`config.mk`:
```
export PLATFORM = sky130hd
export DESIGN_NAME = csd_decoder
export DESIGN_NICKNAME = d
export VERILOG_FILES = /design/src/logic/csd_pkg.sv /design/src/logic/csd_range_regs.sv /design/src/logic/csd_decoder.sv
export SDC_FILE = /design/constraint.sdc
export NUM_CORES = 1
export LEC_CHECK = 0
export BUFFER_PORTS_ARGS = -buffer_cell sky130_fd_sc_hd__clkbuf_2
export CAP_MARGIN = 20
export CORE_MARGIN = 2
export CORE_UTILIZATION = 57
export DETAILED_ROUTE_END_ITERATION = 7
export PLACE_DENSITY = 0.8
export SYNTH_ARGS = -nofsm -noshare
export SYNTH_HDL_FRONTEND = slang
export SYNTH_SLANG_ARGS = --single-unit
```
`constraint.sdc`:
```
create_clock -name clk_i -period 2.8 [get_ports clk_i]
set_input_delay 0.56 -clock clk_i [delete_from_list [all_inputs] [get_ports clk_i]]
set_output_delay 0.56 -clock clk_i [all_outputs]
set_load 0.005 [all_outputs]
```
`src/logic/csd_pkg.sv`:
```
// package for the chip select address decoder: register map, field
// layout, reset values and the reserved address windows.
// assumes a 32-bit classic wishbone register port.
`default_nettype none
package csd_pkg;
  localparam int CSD_RANGES = 4;
  localparam logic [31:0] CSD_RANGE0_OFS = 32'hffffe400;
  localparam logic [31:0] CSD_RANGE1_OFS = 32'hffffe404;
  localparam logic [31:0] CSD_RANGE2_OFS = 32'hffffe408;
  localparam logic [31:0] CSD_RANGE3_OFS = 32'hffffe40c;
  localparam logic [31:0] CSD_STATUS_OFS = 32'hffffe410;
  localparam logic [29:0] CSD_RANGE_WORD0 = 30'h3ffff900;
  localparam logic [29:0] CSD_STATUS_WORD = 30'h3ffff904;
  localparam int CSD_BASE_LSB = 16;
  localparam int CSD_MASK_W = 16;
  // lowest masked address bit for ranges 0/1 and for ranges 2/3
  localparam int CSD_LOW_MASK_LSB = 14;
  localparam int CSD_HIGH_MASK_LSB = 15;
  localparam logic [15:0] CSD_LOW_MASK_RST = 16'h03ff;
  localparam logic [15:0] CSD_HIGH_MASK_RST = 16'h01ff;
  localparam logic [31:0] CSD_DATA_ZERO = 32'h00000000;
  // reserved windows where no select line is driven
  localparam logic [31:0] CSD_ROM_LO = 32'h1fc00000;
  localparam logic [31:0] CSD_ROM_HI = 32'h1fc7ffff;
  localparam logic [31:0] CSD_IO_LO = 32'h40000000;
  localparam logic [31:0] CSD_IO_HI = 32'h4007ffff;
  localparam logic [31:0] CSD_RAM_LO = 32'hffff8000;
  localparam logic [31:0] CSD_RAM_HI = 32'hffffbfff;

  typedef struct packed {
    logic [15:0] base;
    logic [15:0] mask;
  } csd_range_s;

  typedef struct packed {
    logic cyc;
    logic stb;
    logic we;
    logic [3:0] sel;
    logic [31:0] adr;
    logic [31:0] dat;
  } csd_wb_req_s;
endpackage : csd_pkg
`default_nettype wire

```
`src/logic/csd_range_regs.sv`:
```
// four-word register file that holds the base/mask ranges.
// assumes writes come from the wishbone slave in the top module.
`default_nettype none
module csd_range_regs
  import csd_pkg::*;
(
  input wire logic clk_i,
  input wire logic rst_i,
  input wire logic wr_i,
  input wire logic [1:0] idx_i,
  input wire logic [3:0] sel_i,
  input wire logic [31:0] dat_i,
  input wire logic [1:0] rd_idx_i,
  output logic [31:0] rd_dat_o,
  output csd_range_s ranges_o [CSD_RANGES]
);
  csd_range_s regs_ff [CSD_RANGES];
  csd_range_s nxt_regs [CSD_RANGES];
  logic [31:0] rd_ff;
  logic [31:0] nxt_rd;

  always_comb begin
    for (int i = 0; i < CSD_RANGES; i++) begin
      nxt_regs[i] = regs_ff[i];
      if (wr_i && idx_i == i[1:0]) begin
        for (int b = 0; b < 4; b++) begin
          if (sel_i[b]) begin
            nxt_regs[i][b*8 +: 8] = dat_i[b*8 +: 8];
          end
        end
      end
    end
    nxt_rd = regs_ff[rd_idx_i];
  end

  always_ff @(posedge clk_i) begin
    if (rst_i) begin
      for (int i = 0; i < CSD_RANGES; i++) begin
        regs_ff[i].base <= '0;
        regs_ff[i].mask <= (i < 2) ? CSD_LOW_MASK_RST
                                   : CSD_HIGH_MASK_RST;
      end
      rd_ff <= CSD_DATA_ZERO;
    end else begin
      regs_ff <= nxt_regs;
      rd_ff <= nxt_rd;
    end
  end

  assign rd_dat_o = rd_ff;
  assign ranges_o = regs_ff;
endmodule : csd_range_regs
`default_nettype wire

```
`src/logic/csd_decoder.sv`:
```
// chip select address decoder: four base/mask ranges drive four
// active-low select lines; registers sit on a classic wishbone slave.
// assumes bus_adr_i is a same-clock bus cycle address with bus_cyc_i.
//
// The Wishbone interface to the registers was left to the implementer.
`default_nettype none
module csd_decoder
  import csd_pkg::*;
(
  input wire logic clk_i,
  input wire logic rst_i,
  input wire logic wb_cyc_i,
  input wire logic wb_stb_i,
  input wire logic wb_we_i,
  input wire logic [3:0] wb_sel_i,
  input wire logic [31:0] wb_adr_i,
  input wire logic [31:0] wb_dat_i,
  output logic [31:0] wb_dat_o,
  output logic wb_ack_o,
  input wire logic bus_cyc_i,
  input wire logic [31:0] bus_adr_i,
  output logic select_line_zero_n_o,
  output logic select_line_one_n_o,
  output logic select_line_two_n_o,
  output logic select_line_three_n_o
);

  ////////////////////////////////////////////////////////////////////////
  // range match helpers

  // expand a range's base and mask to full 32-bit compare values
  function automatic logic [31:0] csd_care(input logic [15:0] mask,
                                           input int lsb);
    logic [31:0] ign;
    ign = '0;
    ign[lsb +: CSD_MASK_W] = mask;
    // bits under the mask field's lsb are inside the smallest block
    ign = ign | ((32'h1 << lsb) - 32'h1);
    return ~ign;
  endfunction : csd_care

  function automatic logic csd_hit(input logic [31:0] adr,
                                   input csd_range_s r,
                                   input int lsb);
    logic [31:0] start;
    start = {r.base, 16'h0000};
    return ((adr ^ start) & csd_care(r.mask, lsb)) == '0;
  endfunction : csd_hit

  // inclusive window test, shared by the three reserved windows
  function automatic logic csd_in_window(input logic [31:0] adr,
                                         input logic [31:0] lo,
                                         input logic [31:0] hi);
    return (adr >= lo) && (adr <= hi);
  endfunction : csd_in_window

  // reserved windows stay quiet even when a range covers them, so a
  // range spanning the rom or i/o area still steps around it
  function automatic logic csd_reserved(input logic [31:0] adr);
    return csd_in_window(adr, CSD_ROM_LO, CSD_ROM_HI) ||
           csd_in_window(adr, CSD_IO_LO, CSD_IO_HI) ||
           csd_in_window(adr, CSD_RAM_LO, CSD_RAM_HI);
  endfunction : csd_reserved

  // fixed priority: the lowest set index wins, so one grant bit at most
  function automatic logic [3:0] csd_first(input logic [3:0] hits);
    logic [3:0] one_hot;
    one_hot = 4'h0;
    unique casez (hits)
      4'b???1: one_hot = 4'h1;
      4'b??10: one_hot = 4'h2;
      4'b?100: one_hot = 4'h4;
      4'b1000: one_hot = 4'h8;
      default: one_hot = 4'h0;
    endcase
    return one_hot;
  endfunction : csd_first

  ////////////////////////////////////////////////////////////////////////
  // wishbone slave

  csd_wb_req_s req;
  csd_range_s ranges [CSD_RANGES];
  logic ack_ff;
  logic nxt_ack;
  logic [31:0] dat_ff;
  logic [31:0] nxt_dat;
  logic [31:0] reg_rd;
  logic [29:0] word;
  logic is_range;
  logic is_status;
  logic wr_en;
  logic rd_pend_ff;
  logic nxt_rd_pend;
  logic [3:0] last_ff;
  logic [3:0] nxt_last;
  logic bus_req;

  assign req = '{cyc: wb_cyc_i,
                 stb: wb_stb_i,
                 we: wb_we_i,
                 sel: wb_sel_i,
                 adr: wb_adr_i,
                 dat: wb_dat_i};
  // the four range words share one aligned block; the low two word
  // bits pick the range
  assign word = req.adr[31:2];
  assign is_range = word[29:2] == CSD_RANGE_WORD0[29:2];
  assign is_status = word == CSD_STATUS_WORD;
  // a request counts as new until its ack has gone out, so a held
  // strobe never writes twice
  assign bus_req = req.cyc && req.stb && !ack_ff;
  assign wr_en = bus_req && req.we && is_range;

  // status and unmapped words are never written: only range words
  // reach the register file
  csd_range_regs csd_range_regs_inst (
    .clk_i(clk_i),
    .rst_i(rst_i),
    .wr_i(wr_en),
    .idx_i(word[1:0]),
    .sel_i(req.sel),
    .dat_i(req.dat),
    .rd_idx_i(word[1:0]),
    .rd_dat_o(reg_rd),
    .ranges_o(ranges)
  );

  // range reads take two cycles: one to load the memory's output register,
  // one to present it with ack
  always_comb begin
    nxt_ack = 1'b0;
    nxt_rd_pend = 1'b0;
    nxt_dat = dat_ff;
    if (bus_req) begin
      // writes, status and unmapped words answer at once; unmapped
      // reads return zero and unmapped writes are dropped
      if (req.we || !is_range) begin
        nxt_ack = 1'b1;
        nxt_dat = is_status ? {28'h0000000, last_ff} : CSD_DATA_ZERO;
      end else if (!rd_pend_ff) begin
        nxt_rd_pend = 1'b1;
      end else begin
        nxt_ack = 1'b1;
        nxt_dat = reg_rd;
      end
    end
    if (req.we) begin
      nxt_dat = CSD_DATA_ZERO;
    end
  end

  always_ff @(posedge clk_i) begin
    if (rst_i) begin
      ack_ff <= 1'b0;
      dat_ff <= CSD_DATA_ZERO;
      rd_pend_ff <= 1'b0;
    end else begin
      ack_ff <= nxt_ack;
      dat_ff <= nxt_dat;
      rd_pend_ff <= nxt_rd_pend;
    end
  end

  assign wb_ack_o = ack_ff;
  assign wb_dat_o = dat_ff;

  ////////////////////////////////////////////////////////////////////////
  // decode

  // selects are registered: the line for an address shows one edge
  // after the address is sampled and is redone every cycle
  logic [3:0] hit;
  logic [3:0] grant;
  logic [3:0] sel_n_ff;
  logic [3:0] nxt_sel_n;

  generate
    // ranges 0/1 start their mask at a14, ranges 2/3 at a15
    for (genvar g = 0; g < CSD_RANGES; g++) begin : g_hit
      localparam int LSB = (g < 2) ? CSD_LOW_MASK_LSB : CSD_HIGH_MASK_LSB;
      assign hit[g] = csd_hit(bus_adr_i, ranges[g], LSB);
    end
  endgenerate

  always_comb begin
    grant = 4'h0;
    if (bus_cyc_i && !csd_reserved(bus_adr_i)) begin
      grant = csd_first(hit);
    end
    nxt_sel_n = ~grant;
    nxt_last = (grant != 4'h0) ? grant : last_ff;
  end

  always_ff @(posedge clk_i) begin
    if (rst_i) begin
      sel_n_ff <= 4'hf;
      last_ff <= 4'h0;
    end else begin
      sel_n_ff <= nxt_sel_n;
      last_ff <= nxt_last;
    end
  end

  //////////////////////////////////////////////////////////////////////
  // select outputs

  assign select_line_zero_n_o = sel_n_ff[0];
  assign select_line_one_n_o = sel_n_ff[1];
  assign select_line_two_n_o = sel_n_ff[2];
  assign select_line_three_n_o = sel_n_ff[3];

endmodule : csd_decoder
`default_nettype wire

```
==> results.py <==
metrics = {
    "cts": {
        "numClockSinks": 202,
        "numCtsBuffers": 21,
        "clkSlewWorstSetupHoldPaths_ns": 0.06,
        "post_cts_buffers": 0,
        "clk-insertion-delay-late_ns": 0.50,
        "cts_tree": "built",
        "cts_root_buf": "clkbuf_16",
        "htree_levels": 1,
        "cts_resized": 0,
        "clockBufferDepth": 3,
        "holdBufCountCts": 0,
    },
    "logic_synthesis": {
        "synth-seq-cells": 202,
        "yosysTopAreaCellShare": 0.453,
        "synth.area.top_cells": "dfxtp_1 45%, mux4_2 8.1%, nand2_1 7.7%",
        "synth_area_per_cell_sq_um": 9.17,
        "syn_area_sq_um": 8920,
        "synth_edf_count": 0,
        "synth_ff_type": "dfxtp_1",
        "synth_top_cell_by_area": "dfxtp_1",
        "synth_warnings": 0,
        "syn_nets": 1079,
        "synth_cell_type_count": 54,
        "synth_cells": 973,
        "seq_area_frac_synth": 0.453,
        "async_flop_share": 0,
    },
    "sta": {
        "fin_setup_tns_ns": 0,
        "max_slew_margin": 0.559,
        "rsz0062_at_grt": "false",
        "period_needed_ns": 2.35,
        "hold_violations": 0,
        "setup_viol_count_final": 0,
        "fmax_mhz": 425,
        "min_period_over_period": 0.841,
        "maxSlewViolCount": 0,
        "worst_pin_slew_ns": 0.661,
        "skew_ns": 0.00705,
    },
    "floorplanning": {
        "io_pins": 143,
        "fp.dieW_um": 129,
        "die_y_um": 129,
        "rows": 45,
        "die_area_sq_um": 16700,
        "initial_core_util": 0.585,
        "core_sq_um": 15300,
    },
    "run_status": {
        "outcome": "complete, no violations",
    },
    "cells_and_area": {
        "fin_nets": 1191,
        "final_cell_mix": "202 x dfxtp_1, 184 x nand2_1, 125 x clkbuf_2, 116 x a21oi_1, 60 x xnor2_1",
        "num_antenna_cells": 0,
        "final_common_cell": "dfxtp_1",
        "drive_gt1_frac": 0.229,
        "n_fill_cell": 1182,
        "stdcell_count": 1310,
        "fin_util": 0.692,
        "syn_to_final_growth_pct": 18.4,
    },
    "critical_path": {
        "worstPathCellList": "xnor2_1, o22ai_1, nor4_1, nand3_1, or4b_2, a21bo_2",
        "slowest_delay_ns": 0.70,
        "path_class": "flop to flop",
        "arrival_ns": 2.80,
        "crit_buf_inv": 0,
        "end_kind": "flop",
        "start_kind": "flop",
        "crit_family": "simple AND/OR/NAND/NOR gates",
        "path_max_fanout": 3,
        "cpMaxStageDelayCell": "or4b_2",
        "cp.required_ns": 3.24,
    },
    "global_routing": {
        "grt_first_pass_wirelength_mm": 39.3,
        "grt_remaining_overflow": 0,
        "grt_util_all_layers": 0.304,
        "use_met3": 0.0566,
        "busiest_layer": "met2",
        "antenna_found_initial": 1,
        "grt_pass1_vias": 7239,
        "grt_max_degree": 159,
        "met1_usage": 0.413,
        "use_met2": 0.484,
    },
    "pwr": {
        "p_per_area_nw_per_um2": 575,
        "total_power_mw": 6.08,
        "vdd_drop_max_v": 0.000472,
        "p_leak_nw": 4.00,
    },
    "placed_design": {
        "dp.cells": 1273,
        "gp_congestion": 1.03,
        "port_buffers": 126,
        "dp_hpwl_mm": 18.4,
    },
    "job": {
        "cap_violations": 0,
    },
    "drt": {
        "routed_via_density": 5.87,
        "drc": 0,
        "ant_nets": 0,
        "wl_per_cell_um": 19.2,
        "drt_iter0_drc": 857,
        "firstDrtPassIters": 6,
        "vias": 7695,
        "finalWirelength_mm": 25.1,
    },
    "hold_path": {
        "min_path_type": "input port to flop",
    },
}
## synth_stat cells (18+ instances only)
library cell,n
dfxtp_1,202
a21oi_1,116
nor2b_1,32
xnor2_1,60
nand3_1,33
mux2i_1,19
and3_1,18
clkbuf_1,44
o22ai_1,30
a211o_1,18
nor2_1,49
nand2_1,184
mux4_2,32
nor3_1,26
## cell families (layout without fill, tap and decap cells)
kind of cell	count (synthesis)	after routing	synth area share
AO/OA/AOI/OAI	181	181	0.121
XOR/XNOR	64	64	0.0628
AND/OR/NAND/NOR	397	397	0.220
multiplexers	51	51	0.102
flip-flops	202	202	0.453
buffers and inverters	78	204	0.0411
## power breakdown
| part | internal (mW) | switching (mW) | leakage [nW] |
|---|---|---|---|
| Sequential | 2.88 | 0.00414 | 1.63 |
| Clock | 1.70 | 1.12 | 0.341 |
| Combinational | 0.137 | 0.234 | 2.03 |
| Total | 4.72 | 1.35 | 4.00 |
## path summary, 6_finish.rpt
path / from / end / slack [ns] / cells past startpoint
hold / removal: wb_dat_i[24] / csd_range_regs_inst.ranges_o[24]$_SDFFE_PP0P_ / 0.32 / 3
setup / recovery: csd_range_regs_inst.ranges_o[88]$_SDFFE_PP0P_ / last_ff[1]$_SDFFE_PP0P_ / 0.45 / 6
hold reg to reg: csd_range_regs_inst.rd_dat_o[22]$_SDFF_PP0_ / wb_dat_o[22]$_SDFFE_PP0P_ / 0.45 / 2
setup reg to reg: csd_range_regs_inst.ranges_o[88]$_SDFFE_PP0P_ / last_ff[1]$_SDFFE_PP0P_ / 0.45 / 6
## state kept, by name, indices dropped and copies added (netlist names)
| signal | flops |
|---|---|
| csd_range_regs_inst.ranges_o | 128 |
| sel_n_ff | 4 |
| wb_ack_o | 1 |
| rd_pend_ff | 1 |
| csd_range_regs_inst.rd_dat_o | 32 |
| last_ff | 4 |
| wb_dat_o | 32 |
## tightest hold or removal path: cells and delay by family
kind | cells | cell delay, ns
buf+inv | 1 | 0.11
compound gates | 1 | 0.05
simple gates | 1 | 0.06
## through the flow
| stage | hold WS, ns | area (sq um) | setup WS [ns] |
|---|---|---|---|
| finish | 0.325 | 10600 | 0.446 |
| global route | 0.334 | 10600 | 0.372 |
| detailed placement | 0.440 | 9860 | 0.00726 |
| global placement | 0.438 | 9860 | 0.0480 |
| CTS | 0.318 | 10600 | 0.518 |
| floorplan | 0.433 | 8920 | 0.311 |
## layout make-up
class	count	area [sq um]	share of cell area
Timing Repair Buffer	163	1020	0.0969
Tap cell	211	264	0.0250
Clock inverter	6	86.3	0.00817
Inverter	4	15.0	0.00142
Sequential cell	202	4040	0.383
Clock buffer	31	613	0.0580
Multi-Input combinational cell	693	4520	0.428
## layer usage
layer	part of all wire	vias to the layer above
met5	0.00052	-
met4	0.038	2
met3	0.096	73
met2	0.46	423
met1	0.41	3582
li1	-	3615
Power figures use the tool's default switching activity.
